### config.mk
export PLATFORM = sky130hd
export DESIGN_NAME = assc_top
export DESIGN_NICKNAME = d
export VERILOG_FILES = /design/src/assc_pkg.sv /design/src/assc_decode.sv /design/src/assc_seq.sv /design/src/assc_top.sv
export SDC_FILE = /design/constraint.sdc
export NUM_CORES = 1
export LEC_CHECK = 0
export BUFFER_PORTS_ARGS = -buffer_cell sky130_fd_sc_hd__clkbuf_2
export CAP_MARGIN = 0
export CORE_ASPECT_RATIO = 1.2
export CORE_MARGIN = 4
export CORE_UTILIZATION = 50
export CTS_BUF_LIST = sky130_fd_sc_hd__clkbuf_4 sky130_fd_sc_hd__clkbuf_8
export CTS_CLUSTER_SIZE = 24
export DETAILED_ROUTE_END_ITERATION = 8
export GPL_ROUTABILITY_DRIVEN = 0
export PLACE_DENSITY = 0.83
export SLEW_MARGIN = 20
export SYNTH_ARGS = -nofsm -noshare
export SYNTH_HDL_FRONTEND = slang
export SYNTH_SLANG_ARGS = --single-unit
export TNS_END_PERCENT = 20
### constraint.sdc
create_clock -name aclk -period 2 [get_ports aclk]
set_input_delay 0 -clock aclk [delete_from_list [all_inputs] [get_ports aclk]]
set_output_delay 0 -clock aclk [all_outputs]
set_load 0.05 [all_outputs]
### src/assc_pkg.sv
package assc_pkg;

	// Step register indices and the byte addresses derived from them.
	localparam logic [7:0] STEP5_IDX = 8'h95;
	localparam logic [7:0] STEP6_IDX = 8'h96;
	localparam logic [11:0] STEP5_ADDR = {2'h0, STEP5_IDX, 2'h0};
	localparam logic [11:0] STEP6_ADDR = {2'h0, STEP6_IDX, 2'h0};
	localparam logic [11:0] CTRL_ADDR = 12'h300;
	localparam logic [11:0] STATUS_ADDR = 12'h304;

	// Field positions inside a step configuration word.
	localparam int EN_BIT = 15;
	localparam int GAIN_HI = 14;
	localparam int GAIN_LO = 13;
	localparam int RSV_HI = 12;
	localparam int RSV_LO = 5;
	localparam int NEG_BIT = 4;
	localparam int POS_HI = 3;
	localparam int CTRL_RUN_BIT = 0;

	// Reset values and the mask of writable bits.
	localparam logic [15:0] STEP5_RST = 16'h0005;
	localparam logic [15:0] STEP6_RST = 16'h0006;
	localparam logic [15:0] WR_MASK = 16'hE01F;
	localparam logic RUN_RST = 1'h0;

	// Gain codes and the factors they give.
	localparam logic [1:0] GAIN_CODE_X1 = 2'h0;
	localparam logic [1:0] GAIN_CODE_X2 = 2'h1;
	localparam logic [2:0] GAIN_X1 = 3'h1;
	localparam logic [2:0] GAIN_X2 = 3'h2;
	localparam logic [2:0] GAIN_X4 = 3'h4;

	// Positive codes at or above this value pick an internal source.
	localparam logic [3:0] POS_AUTO_MIN = 4'h8;

	// Negative input routing codes.
	localparam logic [1:0] NEG_AGND = 2'h0;
	localparam logic [1:0] NEG_EXT7 = 2'h1;
	localparam logic [1:0] NEG_AUTO = 2'h2;

	// Bus responses.
	localparam logic [1:0] RESP_OKAY = 2'h0;
	localparam logic [1:0] RESP_SLVERR = 2'h2;

	// Register selection and sequencer states.
	typedef enum logic [2:0] {SEL_NONE, SEL_STEP5, SEL_STEP6, SEL_CTRL, SEL_STATUS} assc_sel_t;
	typedef enum logic {SEQ_IDLE, SEQ_RUN} assc_seq_state_t;

endpackage

### src/assc_decode.sv
`timescale 1ns/1ps

// Turns one step configuration word into converter selections.
module assc_decode (
	// Stored configuration word.
	input wire logic [15:0] cfg,
	// Decoded selections.
	output logic enable,
	output logic [2:0] gain_factor,
	output logic [3:0] pos_sel,
	output logic [1:0] neg_route
);

	// Gain, positive and negative decoding; internal sources force the negative input.
	always_comb begin
		enable = cfg[assc_pkg::EN_BIT];
		case (cfg[assc_pkg::GAIN_HI:assc_pkg::GAIN_LO])
			assc_pkg::GAIN_CODE_X1: gain_factor = assc_pkg::GAIN_X1;
			assc_pkg::GAIN_CODE_X2: gain_factor = assc_pkg::GAIN_X2;
			default: gain_factor = assc_pkg::GAIN_X4;
		endcase
		pos_sel = cfg[assc_pkg::POS_HI:0];
		if (pos_sel >= assc_pkg::POS_AUTO_MIN) begin
			neg_route = assc_pkg::NEG_AUTO;
		end else if (cfg[assc_pkg::NEG_BIT]) begin
			neg_route = assc_pkg::NEG_EXT7;
		end else begin
			neg_route = assc_pkg::NEG_AGND;
		end
	end

endmodule

### src/assc_seq.sv
`timescale 1ns/1ps

// Walks the enabled steps, skipping any that are disabled.
module assc_seq (
	// Clock and reset.
	input wire logic aclk,
	input wire logic aresetn,
	// Control.
	input wire logic run,
	input wire logic [1:0] step_en,
	input wire logic advance,
	// State.
	output logic active,
	output logic cur_step
);

	assc_pkg::assc_seq_state_t state_reg;
	assc_pkg::assc_seq_state_t state_next;
	logic step_reg;
	logic step_next;

	// Next state: start on the first enabled step, move on to the next enabled one.
	always_comb begin
		state_next = state_reg;
		step_next = step_reg;
		case (state_reg)
			assc_pkg::SEQ_IDLE: begin
				if (run && (|step_en)) begin
					state_next = assc_pkg::SEQ_RUN;
					step_next = step_en[0] ? 1'b0 : 1'b1;
				end
			end
			assc_pkg::SEQ_RUN: begin
				if (!run || !(|step_en)) begin
					state_next = assc_pkg::SEQ_IDLE;
				end else if (advance || !step_en[step_reg]) begin
					step_next = step_en[~step_reg] ? ~step_reg : step_reg;
				end
			end
			default: begin
				state_next = assc_pkg::SEQ_IDLE;
			end
		endcase
	end

	// State registers.
	always_ff @(posedge aclk) begin
		if (!aresetn) begin
			state_reg <= assc_pkg::SEQ_IDLE;
			step_reg <= 1'b0;
		end else begin
			state_reg <= state_next;
			step_reg <= step_next;
		end
	end

	// Outputs come straight from the state registers.
	assign active = (state_reg == assc_pkg::SEQ_RUN);
	assign cur_step = step_reg;

endmodule

### src/assc_top.sv
`timescale 1ns/1ps

module assc_top #(
	parameter int ADDR_W = 12
) (
	// Clock and reset.
	input wire logic aclk,
	input wire logic aresetn,
	// Write address channel.
	input wire logic [ADDR_W-1:0] awaddr,
	input wire logic [2:0] awprot,
	input wire logic awvalid,
	output logic awready,
	// Write data channel.
	input wire logic [31:0] wdata,
	input wire logic [3:0] wstrb,
	input wire logic wvalid,
	output logic wready,
	// Write response channel.
	output logic [1:0] bresp,
	output logic bvalid,
	input wire logic bready,
	// Read address channel.
	input wire logic [ADDR_W-1:0] araddr,
	input wire logic [2:0] arprot,
	input wire logic arvalid,
	output logic arready,
	// Read data channel.
	output logic [31:0] rdata,
	output logic [1:0] rresp,
	output logic rvalid,
	input wire logic rready,
	// Converter side.
	input wire logic step_advance,
	output logic conv_valid,
	output logic conv_step,
	output logic [2:0] conv_gain,
	output logic [3:0] conv_pos,
	output logic [1:0] conv_neg
);

	// The decoder compares address bits 11:2 only.
	if (ADDR_W < 12) begin : g_addr_check
		$error("ADDR_W must be at least 12");
	end

	// Stored configuration, one word per step; index 0 is step five.
	logic [15:0] cfg_reg [2];
	logic [15:0] cfg_next [2];
	logic run_reg;
	logic run_next;

	// Write path state.
	logic [11:0] aw_addr_reg;
	logic [11:0] aw_addr_next;
	logic aw_have_reg;
	logic aw_have_next;
	logic [15:0] w_data_reg;
	logic [15:0] w_data_next;
	logic [1:0] w_strb_reg;
	logic [1:0] w_strb_next;
	logic w_have_reg;
	logic w_have_next;
	logic bvalid_reg;
	logic bvalid_next;
	logic [1:0] bresp_reg;
	logic [1:0] bresp_next;

	// Read path state.
	logic rvalid_reg;
	logic rvalid_next;
	logic [31:0] rdata_reg;
	logic [31:0] rdata_next;
	logic [1:0] rresp_reg;
	logic [1:0] rresp_next;

	// Converter selection registers.
	logic conv_valid_reg;
	logic conv_valid_next;
	logic conv_step_reg;
	logic conv_step_next;
	logic [2:0] conv_gain_reg;
	logic [2:0] conv_gain_next;
	logic [3:0] conv_pos_reg;
	logic [3:0] conv_pos_next;
	logic [1:0] conv_neg_reg;
	logic [1:0] conv_neg_next;

	// Decoded step fields and sequencer state.
	logic [1:0] dec_en;
	logic [2:0] dec_gain [2];
	logic [3:0] dec_pos [2];
	logic [1:0] dec_neg [2];
	logic seq_active;
	logic seq_cur;
	logic [15:0] sel_cfg;
	logic do_write;
	assc_pkg::assc_sel_t wr_sel;
	assc_pkg::assc_sel_t rd_sel;

	// Maps a byte address to the register it names; upper address bits alias.
	function automatic assc_pkg::assc_sel_t addr_sel(input logic [11:0] a);
		assc_pkg::assc_sel_t s;
		s = assc_pkg::SEL_NONE;
		if (a[11:2] == assc_pkg::STEP5_ADDR[11:2]) begin
			s = assc_pkg::SEL_STEP5;
		end else if (a[11:2] == assc_pkg::STEP6_ADDR[11:2]) begin
			s = assc_pkg::SEL_STEP6;
		end else if (a[11:2] == assc_pkg::CTRL_ADDR[11:2]) begin
			s = assc_pkg::SEL_CTRL;
		end else if (a[11:2] == assc_pkg::STATUS_ADDR[11:2]) begin
			s = assc_pkg::SEL_STATUS;
		end
		return s;
	endfunction

	// One decoder per step.
	for (genvar g = 0; g < 2; g++) begin : g_dec
		assc_decode u_dec (
			.cfg(cfg_reg[g]),
			.enable(dec_en[g]),
			.gain_factor(dec_gain[g]),
			.pos_sel(dec_pos[g]),
			.neg_route(dec_neg[g])
		);
	end

	// Sequencer over the two steps.
	assc_seq u_seq (
		.aclk(aclk),
		.aresetn(aresetn),
		.run(run_reg),
		.step_en(dec_en),
		.advance(step_advance),
		.active(seq_active),
		.cur_step(seq_cur)
	);

	// Handshake outputs: each address or data slot accepts while empty.
	assign awready = !aw_have_reg;
	assign wready = !w_have_reg;
	assign arready = !rvalid_reg;
	assign do_write = aw_have_reg && w_have_reg && !bvalid_reg;
	assign wr_sel = addr_sel(aw_addr_reg);
	assign rd_sel = addr_sel(araddr[11:0]);
	assign sel_cfg = cfg_reg[seq_cur];

	// Write path: latch address and data in either order, then commit both.
	always_comb begin
		logic [15:0] merged;
		merged = 16'h0000;
		aw_addr_next = aw_addr_reg;
		aw_have_next = aw_have_reg;
		w_data_next = w_data_reg;
		w_strb_next = w_strb_reg;
		bvalid_next = bvalid_reg;
		bresp_next = bresp_reg;
		cfg_next[0] = cfg_reg[0];
		cfg_next[1] = cfg_reg[1];
		run_next = run_reg;
		if (awvalid && awready) begin
			aw_addr_next = awaddr[11:0];
			aw_have_next = 1'b1;
		end
		if (wvalid && wready) begin
			w_data_next = wdata[15:0];
			w_strb_next = wstrb[1:0];
		end
		if (bvalid_reg && bready) begin
			bvalid_next = 1'b0;
		end
		if (do_write) begin
			aw_have_next = 1'b0;
			bvalid_next = 1'b1;
			bresp_next = assc_pkg::RESP_OKAY;
			case (wr_sel)
				assc_pkg::SEL_STEP5, assc_pkg::SEL_STEP6: begin
					merged = cfg_reg[wr_sel == assc_pkg::SEL_STEP6];
					if (w_strb_reg[0]) begin
						merged[7:0] = w_data_reg[7:0];
					end
					if (w_strb_reg[1]) begin
						merged[15:8] = w_data_reg[15:8];
					end
					cfg_next[wr_sel == assc_pkg::SEL_STEP6] = merged & assc_pkg::WR_MASK;
				end
				assc_pkg::SEL_CTRL: begin
					if (w_strb_reg[0]) begin
						run_next = w_data_reg[assc_pkg::CTRL_RUN_BIT];
					end
				end
				assc_pkg::SEL_STATUS: begin
					bresp_next = assc_pkg::RESP_OKAY;
				end
				default: begin
					bresp_next = assc_pkg::RESP_SLVERR;
				end
			endcase
		end
	end

	// The data slot clears on commit and fills on a data handshake.
	always_comb begin
		w_have_next = w_have_reg;
		if (do_write) begin
			w_have_next = 1'b0;
		end
		if (wvalid && wready) begin
			w_have_next = 1'b1;
		end
	end

	// Write path registers; step registers take their documented reset words.
	always_ff @(posedge aclk) begin
		if (!aresetn) begin
			aw_addr_reg <= 12'h000;
			aw_have_reg <= 1'b0;
			w_data_reg <= 16'h0000;
			w_strb_reg <= 2'h0;
			w_have_reg <= 1'b0;
			bvalid_reg <= 1'b0;
			bresp_reg <= assc_pkg::RESP_OKAY;
			cfg_reg[0] <= assc_pkg::STEP5_RST;
			cfg_reg[1] <= assc_pkg::STEP6_RST;
			run_reg <= assc_pkg::RUN_RST;
		end else begin
			aw_addr_reg <= aw_addr_next;
			aw_have_reg <= aw_have_next;
			w_data_reg <= w_data_next;
			w_strb_reg <= w_strb_next;
			w_have_reg <= w_have_next;
			bvalid_reg <= bvalid_next;
			bresp_reg <= bresp_next;
			cfg_reg[0] <= cfg_next[0];
			cfg_reg[1] <= cfg_next[1];
			run_reg <= run_next;
		end
	end

	// Read path: answer one cycle after the address is taken.
	always_comb begin
		rvalid_next = rvalid_reg;
		rdata_next = rdata_reg;
		rresp_next = rresp_reg;
		if (rvalid_reg && rready) begin
			rvalid_next = 1'b0;
		end
		if (arvalid && arready) begin
			rvalid_next = 1'b1;
			rresp_next = assc_pkg::RESP_OKAY;
			case (rd_sel)
				assc_pkg::SEL_STEP5: rdata_next = {16'h0000, cfg_reg[0] & assc_pkg::WR_MASK};
				assc_pkg::SEL_STEP6: rdata_next = {16'h0000, cfg_reg[1] & assc_pkg::WR_MASK};
				assc_pkg::SEL_CTRL: rdata_next = {31'h00000000, run_reg};
				assc_pkg::SEL_STATUS: rdata_next = {30'h00000000, seq_cur, seq_active};
				default: begin
					rdata_next = 32'h00000000;
					rresp_next = assc_pkg::RESP_SLVERR;
				end
			endcase
		end
	end

	// Read path registers.
	always_ff @(posedge aclk) begin
		if (!aresetn) begin
			rvalid_reg <= 1'b0;
			rdata_reg <= 32'h00000000;
			rresp_reg <= assc_pkg::RESP_OKAY;
		end else begin
			rvalid_reg <= rvalid_next;
			rdata_reg <= rdata_next;
			rresp_reg <= rresp_next;
		end
	end

	// Converter selections except conv_step follow the current step only while it is enabled; conv_step always follows it.
	always_comb begin
		conv_valid_next = seq_active && dec_en[seq_cur];
		conv_step_next = seq_cur;
		conv_gain_next = 3'h0;
		conv_pos_next = 4'h0;
		conv_neg_next = assc_pkg::NEG_AGND;
		if (conv_valid_next) begin
			conv_gain_next = dec_gain[seq_cur];
			conv_pos_next = dec_pos[seq_cur];
			conv_neg_next = dec_neg[seq_cur];
		end
	end

	// Converter selection registers.
	always_ff @(posedge aclk) begin
		if (!aresetn) begin
			conv_valid_reg <= 1'b0;
			conv_step_reg <= 1'b0;
			conv_gain_reg <= 3'h0;
			conv_pos_reg <= 4'h0;
			conv_neg_reg <= assc_pkg::NEG_AGND;
		end else begin
			conv_valid_reg <= conv_valid_next;
			conv_step_reg <= conv_step_next;
			conv_gain_reg <= conv_gain_next;
			conv_pos_reg <= conv_pos_next;
			conv_neg_reg <= conv_neg_next;
		end
	end

	// Output drivers.
	assign bvalid = bvalid_reg;
	assign bresp = bresp_reg;
	assign rvalid = rvalid_reg;
	assign rdata = rdata_reg;
	assign rresp = rresp_reg;
	assign conv_valid = conv_valid_reg;
	assign conv_step = conv_step_reg;
	assign conv_gain = conv_gain_reg;
	assign conv_pos = conv_pos_reg;
	assign conv_neg = conv_neg_reg;
endmodule

==> results.sh <==
export IMPL_design_final_nets=527
export IMPL_cts_htree_levels=3
export IMPL_final_period_utilization=0.8944
export IMPL_max_freq_mhz=559.0
export IMPL_switchingPower_uw=780.6
export IMPL_hpwlAfterDp_um=4878
export IMPL_share_of_final_layout_standard_cells_stronger_than_drive_strength_1=0.2079
export IMPL_yosysTopAreaCellShare=0.4164
export IMPL_drc=0
export IMPL_synth_ff_type="sky130_fd_sc_hd__dfxtp_1"
export IMPL_critical_path_buf_inv_count=0
export IMPL_worst_pin_slew_ns=0.6340
export IMPL_grt_pass1_vias=2616
export IMPL_setup_worst_path_start_class="flip-flop"
export IMPL_antenna_violations_before_repair=0
export IMPL_tritoncts_clock_tree="done"
export IMPL_setup_tns_final_ns=0
export IMPL_setup_repair_after_global_routing_missed_its_margin="false"
export IMPL_synth_async_reset_ratio=0
export IMPL_grt_first_pass_wirelength_um=11720
export IMPL_diodes=0
export IMPL_result_of_the_run="completed"
export IMPL_synth_seq_area_share=0.4164
export IMPL_netlist_area_um2=3077
export IMPL_p_int_mw=1.932
export IMPL_max_capacitance_violation_count=0
export IMPL_ant_nets=0
export IMPL_timing_critical_path_cells="or4b_1 -> nor4b_1 -> o22ai_1 -> a21oi_1"
export IMPL_grt_total_ovfl=0
export IMPL_grt_max_degree=18
export IMPL_clock_sinks=64
export IMPL_dr_pass1_iters=4
export IMPL_timing_critical_path_required_ns=2.27
export IMPL_layout_area_overhead_vs_synth_pct=23.79
export IMPL_leakage_nw=1.571
export IMPL_post_synth_inst_count=364
export IMPL_worstPathMaxFanout=5
export IMPL_largest_reg_flops=16
export IMPL_power_switching_fraction=0.2878
export IMPL_ys_top_cells_by_count="64 x sky130_fd_sc_hd__dfxtp_1, 56 x sky130_fd_sc_hd__nand2_1, 33 x sky130_fd_sc_hd__a21oi_1"
export IMPL_worstPathArrival_ns=2.06
export IMPL_worst_path_dominant_cell_family="simple AND/OR/NAND/NOR gates"
export IMPL_clk_pin_slew_ns=0.07
export IMPL_routed_wirelength_um=7030
export IMPL_die_area_um2=7478
export IMPL_detailedRoute_firstIterationViolations=137
export IMPL_ir_worst_vdd_mv=0.4553
export IMPL_yosysUniqueCellTypes=54
export IMPL_whs_ns=0.009851
export IMPL_combinationalPowerShare=0.145
export IMPL_timing_hold_violations_final=0
export IMPL_initial_utilization=0.5118
export IMPL_detail_route_wl_per_cell_um=13.04
export IMPL_cts_buffers=9
export IMPL_finalWorstPathRequiredPeriod_ns=1.789
export IMPL_port_buffers=63
export IMPL_io_pins=126
export IMPL_cts_max_path_buffers=2
export IMPL_fillers=514
export IMPL_ys_top_cells_by_area="sky130_fd_sc_hd__dfxtp_1 42%, sky130_fd_sc_hd__nand2_1 6.8%, sky130_fd_sc_hd__buf_4 6.3%"
export IMPL_timing_final_setup_violations=0
export IMPL_clock_power_share=0.358
export IMPL_count_of_state_elements_after_synthesis=64
export IMPL_synth_top_cell_by_area="sky130_fd_sc_hd__dfxtp_1"
export IMPL_post_synth_cell_area_avg_um2=8.452
export IMPL_core_area_um2=6012
export IMPL_pwr_density_cell_nw_per_um2=712.2
export IMPL_hp_class="in2reg"
export IMPL_crit_path_max_incr_delay_ns=0.59
export IMPL_report_final_slew_viol_count=0
export IMPL_end_kind="flip-flop"
export IMPL_seq_power_share=0.497
export IMPL_clock_root_buffer="sky130_fd_sc_hd__clkbuf_8"
export IMPL_critPathKind="reg2reg"
export IMPL_die_width_um=79.61
export IMPL_synth_edf_count=0
export IMPL_detail_route_vias_per_cell=5.173
export IMPL_number_of_placement_rows=31
export IMPL_dp_worst_slack_ns=0.2783
export IMPL_fin_ws_ns=0.2111
export IMPL_clock_insertion_delay_worst_skew_ns=0.34
export IMPL_critical_path_slowest_cell="sky130_fd_sc_hd__or4b_1"
export IMPL_finClkSkew_ns=0.003753
export IMPL_relSlewSlack=0.5764
export IMPL_track_usage=0.1966
export IMPL_vias=2788
export IMPL_synth_most_common_cell="sky130_fd_sc_hd__dfxtp_1"
export IMPL_die_height_um=93.93
export IMPL_synthesis_yosys_warnings=0
metal layers:
metal / global-route usage / part of all wire / vias to the layer above
li1: - / - / 1416
met1: 0.2331 / 0.43 / 1277
met2: 0.3350 / 0.50 / 84
met3: 0.03935 / 0.059 / 11
met4: 0.09599 / 0.017 / 0
met5: 0 / 0 / -
path summary, 6_finish.rpt:
kind	startpoint	endpoint	slack, ns	cells after the start
worst min-delay path	aresetn	cfg_reg[1][1]	0.01	2
worst min register to register	rdata[0]	rdata[0]	0.46	2
worst max register to register	rvalid	rdata[1]	0.21	4
worst max-delay path	rvalid	rdata[1]	0.21	4
power groups by stage:
stage | Combinational, mW | Clock, mW | Sequential (mW)
after global routing | 0.425 | 1.05 | 1.35
after CTS | 0.387 | 0.985 | 1.35
final | 0.393 | 0.971 | 1.35
after detailed placement | 0.347 | 0 | 1.38
after global placement | 0.342 | 0 | 1.37
after floorplan | 0.296 | 0 | 1.38
through the flow:
| step | utilization | area [um^2] | total power [mW] | instances |
|---|---|---|---|---|
| detailed placement | 0.5634 | 3387 | 1.723 | 499 |
| CTS | 0.6335 | 3809 | 2.718 | 539 |
| global placement | 0.5634 | 3387 | 1.714 | 499 |
| floorplan | - | 3171 | 1.675 | 389 |
| finish | 0.6335 | 3809 | 2.713 | 539 |
| global route | 0.6335 | 3809 | 2.825 | 539 |
cell families (layout without fill, tap and decap cells):
| kind of cell | after synthesis | in the layout | share of synthesized area |
|---|---|---|---|
| simple gates | 146 | 146 | 0.2599 |
| xor+xnor | 1 | 1 | 0.002847 |
| buf+inv | 52 | 120 | 0.09597 |
| compound gates | 84 | 84 | 0.1712 |
| mux | 16 | 16 | 0.05246 |
| other cells | 1 | 26 | 0.001219 |
| flops | 64 | 64 | 0.4164 |
worst register-to-register path, stage by stage, from the launching register on:
cell                      delay, ns
sky130_fd_sc_hd__dfxtp_1       0.34
sky130_fd_sc_hd__or4b_1        0.59
sky130_fd_sc_hd__nor4b_1       0.50
sky130_fd_sc_hd__o22ai_1       0.15
sky130_fd_sc_hd__a21oi_1       0.13
area by class of cell:
type	count	area (um^2)	area share
inverters	9	33.78	0.008870
well taps	82	102.6	0.02694
clock buffers	11	151.4	0.03975
repair buffers	96	625.6	0.1643
flip-flops and latches	64	1281	0.3364
multi-input cells	273	1594	0.4185
clock inverters	4	20.02	0.005256
repair_timing:
action	4_1_cts	5_1_grt
hold endpoints to repair	25	0
buffers inserted	0	0
hold buffers	25	0
resized for setup	0	0
layout by cell type, fill, tap and decap left out, drive strengths merged, types with 3 or more instances in the layout:
master,n
dlygate4sd3,25
o21ai,12
or4b,3
nand2,56
nand3b,8
buf,8
nor2,25
and2,6
a21oi,33
nand4,4
inv,9
or3,6
nor2b,10
or3b,3
o211ai,3
clkbuf,74
dfxtp,64
nor3,6
conb,26
nand2b,3
a41oi,5
nor3b,4
nor4b,3
clkinv,4
a31oi,7
a211oi,4
mux2i,15
a22oi,6
No activity file was read; power rests on OpenSTA's default activity.
